File: src/serial_port_pkg.sv
// Constants and types shared by the serial port design files.
`default_nettype none
package serial_port_pkg;

  // Clock rate and the selectable bit rates, indexed by the rate select code.
  localparam int CLK_HZ = 125_000_000;
  localparam int BAUD_RATE [6] = '{300, 600, 1200, 2400, 4800, 9600};
  localparam int SLOWEST_BAUD = 300;
  localparam logic [2:0] BAUD_SEL_9600 = 3'h5;
  localparam logic [2:0] BAUD_SEL_DEFAULT = BAUD_SEL_9600;

  // Character formats: parity and data width.
  typedef enum logic [1:0] {
    FMT_NONE_8 = 2'b00,
    FMT_EVEN_7 = 2'b01,
    FMT_ODD_7 = 2'b10
  } fmt_t;
  localparam fmt_t FMT_DEFAULT = FMT_NONE_8;

  // Frame layout: one start bit, then ten bits of data, parity and stops.
  // Eight data bits or seven data bits plus parity both give eleven bits.
  localparam int FRAME_BITS = 11;
  localparam int AFTER_START_BITS = 10;
  localparam int PARITY_POS = 7;
  localparam int STOP1_POS = 8;
  localparam int STOP2_POS = 9;
  localparam logic IDLE_LEVEL = 1'h1;
  localparam logic START_LEVEL = 1'h0;

  // Special received characters.
  localparam logic [7:0] CHAR_NEWLINE = 8'h0a;
  localparam logic [7:0] CHAR_RETURN = 8'h0d;
  localparam logic [7:0] CHAR_CTRL_C = 8'h03;

  // Input buffer: hold-off level and the overrun the host may still send.
  localparam int BUF_FULL_LEVEL = 100;
  localparam int OVERRUN_CHARS = 10;

  // Parallel-bus address that selects talk-only output.
  localparam logic [4:0] TALK_ONLY_ADDR = 5'h1f;

  // Front-panel modes.
  typedef enum logic [1:0] {
    MODE_LOCAL = 2'b00,
    MODE_REMOTE = 2'b01,
    MODE_LOCKOUT = 2'b10
  } mode_t;

  // Receiver and transmitter sequencing.
  typedef enum logic [1:0] {
    RX_IDLE = 2'b00,
    RX_START = 2'b01,
    RX_BITS = 2'b10
  } rx_state_t;

  typedef enum logic [1:0] {
    TX_IDLE = 2'b00,
    TX_CHECK_DSR = 2'b01,
    TX_SEND = 2'b10
  } tx_state_t;

endpackage
`default_nettype wire

File: src/serial_port_dtr_dsr_flow.sv
// Serial port with terminal-ready hold-off and data-set-ready pacing.
`default_nettype none

module serial_port_dtr_dsr_flow #(
  parameter int CLK_HZ = serial_port_pkg::CLK_HZ,
  parameter int FULL_LEVEL = serial_port_pkg::BUF_FULL_LEVEL,
  parameter int OVERRUN = serial_port_pkg::OVERRUN_CHARS
) (
  input wire logic ref_clk,               // System clock, 125 MHz.
  input wire logic rst,                   // Synchronous reset, high.
  input wire logic [2:0] baudSel,         // Bit rate select code.
  input wire serial_port_pkg::fmt_t fmt,  // Parity and data width.
  input wire logic rxd,                   // Serial line in.
  output logic txd,                       // Serial line out.
  output logic dtr,                       // Terminal-ready, high is true.
  input wire logic dsr,                   // Data-set-ready, high is true.
  output logic [7:0] rxData,              // Head of the input buffer.
  output logic rxValid,                   // Input buffer not empty.
  input wire logic rxRead,                // Pop the head character.
  output logic msgEnd,                    // Pulse: newline stored.
  output logic rxError,                   // Pulse: bad frame or parity.
  output logic rxOverrun,                 // Pulse: character lost.
  input wire logic queryDone,             // Pulse: a query was processed.
  input wire logic [7:0] txData,          // Character to send.
  input wire logic txValid,               // txData is offered.
  input wire logic txLast,                // Last character of a response.
  output logic txReady,                   // Character taken this cycle.
  output logic txPaused,                  // Waiting on data-set-ready.
  output logic devClear,                  // Pulse: clear action.
  input wire logic cmdRemote,             // Pulse: enter remote.
  input wire logic cmdLocal,              // Pulse: return to local.
  input wire logic cmdLockout,            // Pulse: remote_lockout_command.
  output logic cmdEnable,                 // Serial commands may run.
  output logic localKeyEnable,            // Return-to-local key works.
  output logic panelKeysEnable,           // Other front-panel keys work.
  input wire logic [4:0] busAddr,         // Parallel-bus address.
  input wire logic serialSelect,          // Serial is the active interface.
  output logic talkOnly                   // Send readings unaddressed.
);

  localparam int CNT_W = $clog2(CLK_HZ / serial_port_pkg::SLOWEST_BAUD + 1);
  localparam int BUF_DEPTH = FULL_LEVEL + OVERRUN;
  localparam int PTR_W = $clog2(BUF_DEPTH);
  localparam int LVL_W = $clog2(BUF_DEPTH + 1);

  logic [CNT_W-1:0] bitCycles;
  serial_port_pkg::rx_state_t rxState_reg;
  logic [CNT_W-1:0] rxCyc_reg;
  logic [3:0] rxIdx_reg;
  logic [serial_port_pkg::AFTER_START_BITS-1:0] rxShift_reg;
  logic rxDone_reg;
  logic [7:0] rxChar;
  logic rxFrameOk;
  logic rxParityOk;
  logic rxGood;
  logic clearEvt;
  logic push;
  logic pop;
  logic [7:0] mem [BUF_DEPTH];
  logic [PTR_W-1:0] wrPtr_reg;
  logic [PTR_W-1:0] rdPtr_reg;
  logic [LVL_W-1:0] level_reg;
  logic bufFull;
  logic nlSeen_reg;
  logic respHold_reg;
  logic respSet;
  logic respDone;
  serial_port_pkg::tx_state_t txState_reg;
  logic [7:0] txChar_reg;
  logic txLast_reg;
  logic txLoad;
  logic txBusy;
  serial_port_pkg::mode_t mode_reg;

  // Cycles per bit from the rate code; codes above the table fall back
  // to the default rate.
  always_comb begin
    unique case (baudSel)
      3'h0: bitCycles = CNT_W'(CLK_HZ / serial_port_pkg::BAUD_RATE[0]);
      3'h1: bitCycles = CNT_W'(CLK_HZ / serial_port_pkg::BAUD_RATE[1]);
      3'h2: bitCycles = CNT_W'(CLK_HZ / serial_port_pkg::BAUD_RATE[2]);
      3'h3: bitCycles = CNT_W'(CLK_HZ / serial_port_pkg::BAUD_RATE[3]);
      3'h4: bitCycles = CNT_W'(CLK_HZ / serial_port_pkg::BAUD_RATE[4]);
      default: bitCycles = CNT_W'(CLK_HZ / serial_port_pkg::BAUD_RATE[5]);
    endcase
  end

  // Receiver: find the start edge, confirm it at mid-bit, then take ten
  // mid-bit samples covering data, parity and both stop bits.
  always_ff @(posedge ref_clk) begin
    if (rst) begin
      rxState_reg <= serial_port_pkg::RX_IDLE;
      rxCyc_reg <= '0;
      rxIdx_reg <= 4'h0;
      rxShift_reg <= '1;
      rxDone_reg <= 1'b0;
    end else begin
      rxDone_reg <= 1'b0;
      unique case (rxState_reg)
        serial_port_pkg::RX_IDLE: begin
          rxCyc_reg <= '0;
          if (rxd == serial_port_pkg::START_LEVEL) begin
            rxState_reg <= serial_port_pkg::RX_START;
          end
        end
        serial_port_pkg::RX_START: begin
          if (rxCyc_reg == (bitCycles >> 1)) begin
            rxCyc_reg <= '0;
            rxIdx_reg <= 4'h0;
            if (rxd == serial_port_pkg::START_LEVEL) begin
              rxState_reg <= serial_port_pkg::RX_BITS;
            end else begin
              rxState_reg <= serial_port_pkg::RX_IDLE;
            end
          end else begin
            rxCyc_reg <= rxCyc_reg + 1'b1;
          end
        end
        serial_port_pkg::RX_BITS: begin
          if (rxCyc_reg == bitCycles - 1'b1) begin
            rxCyc_reg <= '0;
            rxShift_reg <= {rxd, rxShift_reg[
              serial_port_pkg::AFTER_START_BITS-1:1]};
            rxIdx_reg <= rxIdx_reg + 4'h1;
            if (rxIdx_reg ==
                4'(serial_port_pkg::AFTER_START_BITS - 1)) begin
              rxDone_reg <= 1'b1;
              rxState_reg <= serial_port_pkg::RX_IDLE;
            end
          end else begin
            rxCyc_reg <= rxCyc_reg + 1'b1;
          end
        end
        default: begin
          rxState_reg <= serial_port_pkg::RX_IDLE;
        end
      endcase
    end
  end

  // Frame checks: both stop bits high and, for seven-bit formats, the
  // parity sense as selected.
  always_comb begin
    rxFrameOk = rxShift_reg[serial_port_pkg::STOP1_POS] &
                rxShift_reg[serial_port_pkg::STOP2_POS];
    if (fmt == serial_port_pkg::FMT_NONE_8) begin
      rxChar = rxShift_reg[7:0];
      rxParityOk = 1'b1;
    end else begin
      rxChar = {1'b0, rxShift_reg[6:0]};
      rxParityOk = (^rxShift_reg[serial_port_pkg::PARITY_POS:0]) ==
                   (fmt == serial_port_pkg::FMT_ODD_7);
    end
  end

  // A good character is the clear request, goes to the buffer, or is lost when the buffer holds FULL_LEVEL + OVERRUN characters.
  // Returns are stored like any character; the newline ends the message.
  assign rxGood = rxDone_reg && rxFrameOk && rxParityOk;
  assign clearEvt = rxGood && (rxChar == serial_port_pkg::CHAR_CTRL_C);
  assign push = rxGood && !clearEvt && (level_reg < LVL_W'(BUF_DEPTH));
  assign pop = rxRead && (level_reg != '0) && !clearEvt;
  assign bufFull = level_reg >= LVL_W'(FULL_LEVEL);

  // Input buffer storage; room above the hold-off level takes the host's
  // late characters.
  always_ff @(posedge ref_clk) begin
    if (push) begin
      mem[wrPtr_reg] <= rxChar;
    end
  end

  // Buffer pointers and fill level; a clear empties the buffer.
  always_ff @(posedge ref_clk) begin
    if (rst || clearEvt) begin
      wrPtr_reg <= '0;
      rdPtr_reg <= '0;
      level_reg <= '0;
    end else begin
      if (push) begin
        wrPtr_reg <= (wrPtr_reg == PTR_W'(BUF_DEPTH - 1)) ? '0 :
                     wrPtr_reg + 1'b1;
      end
      if (pop) begin
        rdPtr_reg <= (rdPtr_reg == PTR_W'(BUF_DEPTH - 1)) ? '0 :
                     rdPtr_reg + 1'b1;
      end
      level_reg <= level_reg + LVL_W'(push) - LVL_W'(pop);
    end
  end

  assign rxData = mem[rdPtr_reg];
  assign rxValid = level_reg != '0;

  // Receive event pulses.
  always_ff @(posedge ref_clk) begin
    if (rst) begin
      msgEnd <= 1'b0;
      rxError <= 1'b0;
      rxOverrun <= 1'b0;
      devClear <= 1'b0;
    end else begin
      msgEnd <= push && (rxChar == serial_port_pkg::CHAR_NEWLINE);
      rxError <= rxDone_reg && !(rxFrameOk && rxParityOk);
      rxOverrun <= rxGood && !clearEvt && !push;
      devClear <= clearEvt;
    end
  end

  // Newline seen since the last response hold began.
  always_ff @(posedge ref_clk) begin
    if (rst || clearEvt || respSet) begin
      nlSeen_reg <= 1'b0;
    end else if (push && rxChar == serial_port_pkg::CHAR_NEWLINE) begin
      nlSeen_reg <= 1'b1;
    end
  end

  // Response hold: a processed query after its newline holds the host
  // off until the last response character has left the line. Setting
  // wins over the end of an earlier response in the same cycle.
  assign respSet = queryDone && (nlSeen_reg ||
                   (push && rxChar == serial_port_pkg::CHAR_NEWLINE));
  always_ff @(posedge ref_clk) begin
    if (rst || clearEvt) begin
      respHold_reg <= 1'b0;
    end else if (respSet) begin
      respHold_reg <= 1'b1;
    end else if (respDone) begin
      respHold_reg <= 1'b0;
    end
  end

  // Transmit sequencer: take a character, check data-set-ready before
  // it, then wait for the serialiser to finish the frame.
  always_ff @(posedge ref_clk) begin
    if (rst) begin
      txState_reg <= serial_port_pkg::TX_IDLE;
      txChar_reg <= 8'h00;
      txLast_reg <= 1'b0;
    end else begin
      unique case (txState_reg)
        serial_port_pkg::TX_IDLE: begin
          if (txReady) begin
            txChar_reg <= txData;
            txLast_reg <= txLast;
            txState_reg <= serial_port_pkg::TX_CHECK_DSR;
          end
        end
        serial_port_pkg::TX_CHECK_DSR: begin
          if (clearEvt) begin
            txState_reg <= serial_port_pkg::TX_IDLE;
          end else if (dsr) begin
            txState_reg <= serial_port_pkg::TX_SEND;
          end
        end
        serial_port_pkg::TX_SEND: begin
          if (!txBusy) begin
            txState_reg <= serial_port_pkg::TX_IDLE;
          end
        end
        default: begin
          txState_reg <= serial_port_pkg::TX_IDLE;
        end
      endcase
    end
  end

  // A character in flight is finished so the line stays well framed;
  // anything not yet started is discarded on a clear.
  assign txReady = (txState_reg == serial_port_pkg::TX_IDLE) &&
                   txValid && !clearEvt;
  assign txLoad = (txState_reg == serial_port_pkg::TX_CHECK_DSR) &&
                  dsr && !clearEvt;
  assign txPaused = (txState_reg == serial_port_pkg::TX_CHECK_DSR) &&
                    !dsr;
  assign respDone = (txState_reg == serial_port_pkg::TX_SEND) &&
                    !txBusy && txLast_reg;

  serial_char_tx #(
    .CNT_W(CNT_W)
  ) u_char_tx (
    .ref_clk(ref_clk),
    .rst(rst),
    .load(txLoad),
    .charData(txChar_reg),
    .fmt(fmt),
    .bitCycles(bitCycles),
    .txd(txd),
    .busy(txBusy)
  );

  // Terminal-ready: false while the buffer is full, a response is owed,
  // or output waits on data-set-ready.
  always_ff @(posedge ref_clk) begin
    if (rst || clearEvt) begin
      dtr <= 1'b1;
    end else begin
      dtr <= !bufFull && !respHold_reg && !txPaused;
    end
  end

  // Front-panel mode follows the decoded remote, local and lockout
  // commands; a clear leaves the mode alone.
  always_ff @(posedge ref_clk) begin
    if (rst) begin
      mode_reg <= serial_port_pkg::MODE_LOCAL;
    end else if (cmdLockout) begin
      mode_reg <= serial_port_pkg::MODE_LOCKOUT;
    end else if (cmdRemote) begin
      mode_reg <= serial_port_pkg::MODE_REMOTE;
    end else if (cmdLocal) begin
      mode_reg <= serial_port_pkg::MODE_LOCAL;
    end
  end

  // Mode outputs and talk-only selection.
  always_ff @(posedge ref_clk) begin
    if (rst) begin
      cmdEnable <= 1'b0;
      localKeyEnable <= 1'b1;
      panelKeysEnable <= 1'b1;
      talkOnly <= 1'b0;
    end else begin
      cmdEnable <= mode_reg != serial_port_pkg::MODE_LOCAL;
      localKeyEnable <= mode_reg != serial_port_pkg::MODE_LOCKOUT;
      panelKeysEnable <= mode_reg == serial_port_pkg::MODE_LOCAL;
      talkOnly <= serialSelect &&
                  (busAddr == serial_port_pkg::TALK_ONLY_ADDR) &&
                  (mode_reg == serial_port_pkg::MODE_LOCAL);
    end
  end

endmodule
`default_nettype wire

File: src/serial_char_tx.sv
// Character serialiser: builds one eleven-bit frame and shifts it out.
`default_nettype none
module serial_char_tx #(
  parameter int CNT_W = 19
) (
  input wire logic ref_clk,                // System clock.
  input wire logic rst,                    // Synchronous reset, high.
  input wire logic load,                   // Start a frame with charData.
  input wire logic [7:0] charData,         // Character to send.
  input wire serial_port_pkg::fmt_t fmt,   // Parity and data width.
  input wire logic [CNT_W-1:0] bitCycles,  // Clock cycles per bit.
  output logic txd,                        // Serial line out.
  output logic busy                        // Frame in progress.
);

  logic [serial_port_pkg::FRAME_BITS-1:0] shift_reg;
  logic [serial_port_pkg::FRAME_BITS-1:0] frame;
  logic [3:0] bitsLeft_reg;
  logic [CNT_W-1:0] cyc_reg;
  logic parity;

  // Parity over seven data bits; even makes the count of ones even.
  always_comb begin
    parity = ^charData[6:0];
    if (fmt == serial_port_pkg::FMT_ODD_7) begin
      parity = ~parity;
    end
  end

  // Frame layout, sent from bit 0 upward: start, data, parity, two stops.
  always_comb begin
    if (fmt == serial_port_pkg::FMT_NONE_8) begin
      frame = {2'h3, charData, serial_port_pkg::START_LEVEL};
    end else begin
      frame = {2'h3, parity, charData[6:0],
               serial_port_pkg::START_LEVEL};
    end
  end

  // Shifter: least significant bit first, idle at the stop level.
  always_ff @(posedge ref_clk) begin
    if (rst) begin
      shift_reg <= '1;
      bitsLeft_reg <= 4'h0;
      cyc_reg <= '0;
      busy <= 1'b0;
    end else if (load && !busy) begin
      shift_reg <= frame;
      bitsLeft_reg <= 4'(serial_port_pkg::FRAME_BITS);
      cyc_reg <= '0;
      busy <= 1'b1;
    end else if (busy) begin
      if (cyc_reg == bitCycles - 1'b1) begin
        cyc_reg <= '0;
        shift_reg <= {serial_port_pkg::IDLE_LEVEL,
                      shift_reg[serial_port_pkg::FRAME_BITS-1:1]};
        bitsLeft_reg <= bitsLeft_reg - 4'h1;
        if (bitsLeft_reg == 4'h1) begin
          busy <= 1'b0;
        end
      end else begin
        cyc_reg <= cyc_reg + 1'b1;
      end
    end
  end

  assign txd = shift_reg[0];

endmodule
`default_nettype wire

File: config.mk
export PLATFORM = sky130hd
export DESIGN_NAME = serial_port_dtr_dsr_flow
export DESIGN_NICKNAME = d
export VERILOG_FILES = /design/src/serial_port_pkg.sv /design/src/serial_port_dtr_dsr_flow.sv /design/src/serial_char_tx.sv
export SDC_FILE = /design/constraint.sdc
export NUM_CORES = 1
export LEC_CHECK = 0
export ABC_AREA = 1
export BUFFER_PORTS_ARGS = -buffer_cell sky130_fd_sc_hd__buf_2
export CAP_MARGIN = 0
export CORE_MARGIN = 10
export CORE_UTILIZATION = 50
export DETAILED_ROUTE_END_ITERATION = 10
export GPL_TIMING_DRIVEN = 0
export PLACE_DENSITY_LB_ADDON = 0.08
export SLEW_MARGIN = 20
export SYNTH_ARGS = -nofsm -noshare
export SYNTH_HDL_FRONTEND = slang
export SYNTH_SLANG_ARGS = --single-unit
File: constraint.sdc
create_clock -name ref_clk -period 16.27 [get_ports ref_clk]
set_input_delay 2.4405 -clock ref_clk [delete_from_list [all_inputs] [get_ports ref_clk]]
set_output_delay 2.4405 -clock ref_clk [all_outputs]
set_load 0.005 [all_outputs]
==> qor.yml <==
drt_iter0_drc: 4604
synthFlopType: "edfxtp_1"
io_buffer_count: 48
fin_crit_ns: 7.768
drc: 0
seq_area_frac_synth_pct: 68.59
cts.sinks: 1001
htree_levels: 3
dr.pass1.iters: 6
hp-class: "reg -> reg"
tightest_slew_ns: 1.298
gp_congestion: 1.016
final_max_slew_viol_count: 0
worst_ep_required_time_ns: 13.83
critPathArrivalTime_ns: 5.33
critPathKind: "reg -> out"
use_met3_pct: 7.741
holdWs_ns: 0.4555
cp_max_fo: 10
busiest_layer: "met2"
powerDensity_nw_per_um2: 134.4
cts_buffer_depth: 3
use_met2_pct: 46.90
yosys.cell_types.count: 42
drive_gt1_share_pct: 8.046
grt_pass1_vias: 29430
syn_nets: 3812
async_flop_share_pct: 0
drt_wl_total_mm: 154.2
vias: 31880
clk_latency_ns: 0.70
synth_edf_count: 880
post_drt_wl_per_cell_um: 30.31
cts_setup_buffers: 0
synth_top_cell_by_area: "edfxtp_1"
synth_cells: 3748
setup_viol: 0
grt_setup_unrepaired: "false"
start_util_pct: 50.33
synth_common_cells: "edfxtp_1 (880), nor2_1 (731), o21ai_0 (536), nand2_1 (346), clkbuf_1 (182)"
yosys_warnings: 0
end_kind: "primary output"
cts_tree: "done"
status: "finished clean"
grt_usage_pct: 31.60
die_h_um: 310.0
tns_ns: 0
ys_top_cells_by_area: "edfxtp_1 (63%), nor2_1 (6.5%), o21ai_0 (6.4%)"
synth_area_sq_um: 42060
fp-row-count: 106
grt_pass1_wl_mm: 215.3
fin_nets: 3978
ctsResizeCount: 0
use_met1_pct: 42.40
max_clock_freq_ghz: 0.1287
overflow: 0
critPathLaunchType: "register"
maxCapViolCount: 0
relSlewSlack_pct: 13.49
synth_top_area_share_pct: 62.83
cts_hold_buf: 0
finalHoldViolCount: 0
final_antenna_net_count: 0
clk_pin_slew_ns: 0.06
boundaryPins: 51
fin_crit_sh_pct: 47.75
syn2layout_area_growth_pct: 12.61
grt_max_degree: 69
die_area_sq_um: 96110
p_leak_nw: 13.77
die-width_um: 310.0
avgSynthCellArea_sq_um: 11.22
vias_per_cell: 6.269
cts_buffers: 104
skew_ns: 0.03517
ys_seq_elements: 1001
cts_root_buffer: "clkbuf_16"
place_hpwl_mm: 105.7
irDropWorstVdd_v: 0.0001053
core_sq_um: 83560
largest_reg_flops: 880
synth.most_common_cell: "edfxtp_1"
antenna_found_initial: 9
## per-stage QoR
stage,cell area [sq um],setup slack (ns),std cells,power [W],utilization [%]
2_1_floorplan,42060,7.734,3748,0.003439,-
3_3_place_gp,43650,3.664,4876,0.003997,52.24
5_1_grt,47350,8.681,5082,0.006516,56.67
4_1_cts,47340,8.876,5082,0.006321,56.65
6_report,47360,8.502,5086,0.006366,56.68
3_5_place_dp,44010,9.385,4888,0.004003,52.67
## cells in the final DEF (no fill, tap or decap), types with 4 or more instances in the layout
cell type  netlist  routed
edfxtp_1       880     880
nor2_1         731     719
o21ai_0        536     536
nand2_1        346     346
clkbuf_1       182     206
o22ai_1        180     180
nand3_1        166     166
inv_1          149     149
dfxtp_1        121     114
clkbuf_16        0     106
buf_2           34      82
o211ai_1        79      79
a21oi_1         70      70
xor2_1          43      43
o221ai_1        39      39
ha_1            33      33
nand4_1         32      32
or2_2           27      27
nor3_1          25      25
clkinv_1         1      24
nor2_2           4      15
clkinv_2         0      15
buf_16           0       9
xnor2_1          8       8
nand2_2          8       8
inv_2            8       8
buf_1            7       7
bufinv_16        0       7
dfxtp_4          0       7
clkbuf_8         0       6
nand3b_1         5       5
clkbuf_2         0       5
diode_2          0       4
buf_4            4       4
nor4_1           4       4
## critical path: stages (launching register included)
cell,delay (ns)
dfxtp_1,0.29
buf_2,0.23
clkinv_1,0.34
clkbuf_1,0.65
clkbuf_1,0.91
o21ai_0,0.25
o221ai_1,0.86
nand3_1,0.15
nand3_1,0.18
nand3_1,0.10
nand2_1,0.11
nand2_1,0.08
o21ai_0,0.25
buf_2,0.22
## worst paths after layout
kind / start / end / slack, ns / cells after the start
max: register / rxData[0] / 8.50 / 13
min: mode_reg[1] / localKeyEnable / 0.46 / 1
max reg2reg: rxShift_reg[2] / mem[93][2] / 11.20 / 14
min reg2reg: mode_reg[1] / localKeyEnable / 0.46 / 1
## where the power goes
part	switching, W	internal (W)	leakage, nW
Clock	0.00102	0.00134	1.62
Combinational	0.000947	0.000270	5.33
Sequential	0.0000137	0.00277	6.82
Total	0.00199	0.00438	13.8
## cells by family after synthesis
family          Yosys count  share of synthesized area, %
compound gates          913                         12.29
xor+xnor                 51                         1.062
fa+ha+maj                34                         1.029
buf+inv                 386                         3.600
flops                  1001                         68.59
simple gates           1363                         13.43
## cell type report
type	count	area (sq um)
Antenna cell	4	10.01
Buffer	228	927.1
Clock buffer	141	2844
Clock inverter	53	483.0
Fill cell	7251	36190
Inverter	158	593.1
Multi-Input combinational cell	2361	11730
Sequential cell	1001	28870
Tap cell	1080	1351
Timing Repair Buffer	60	548.0
## per-layer routing
layer	share of wire, %	up-vias
met5	0.036	-
met2	43	2060
met4	6.3	8
met1	39	15530
met3	11	459
li1	-	13830
Power figures use the tool's default switching activity.
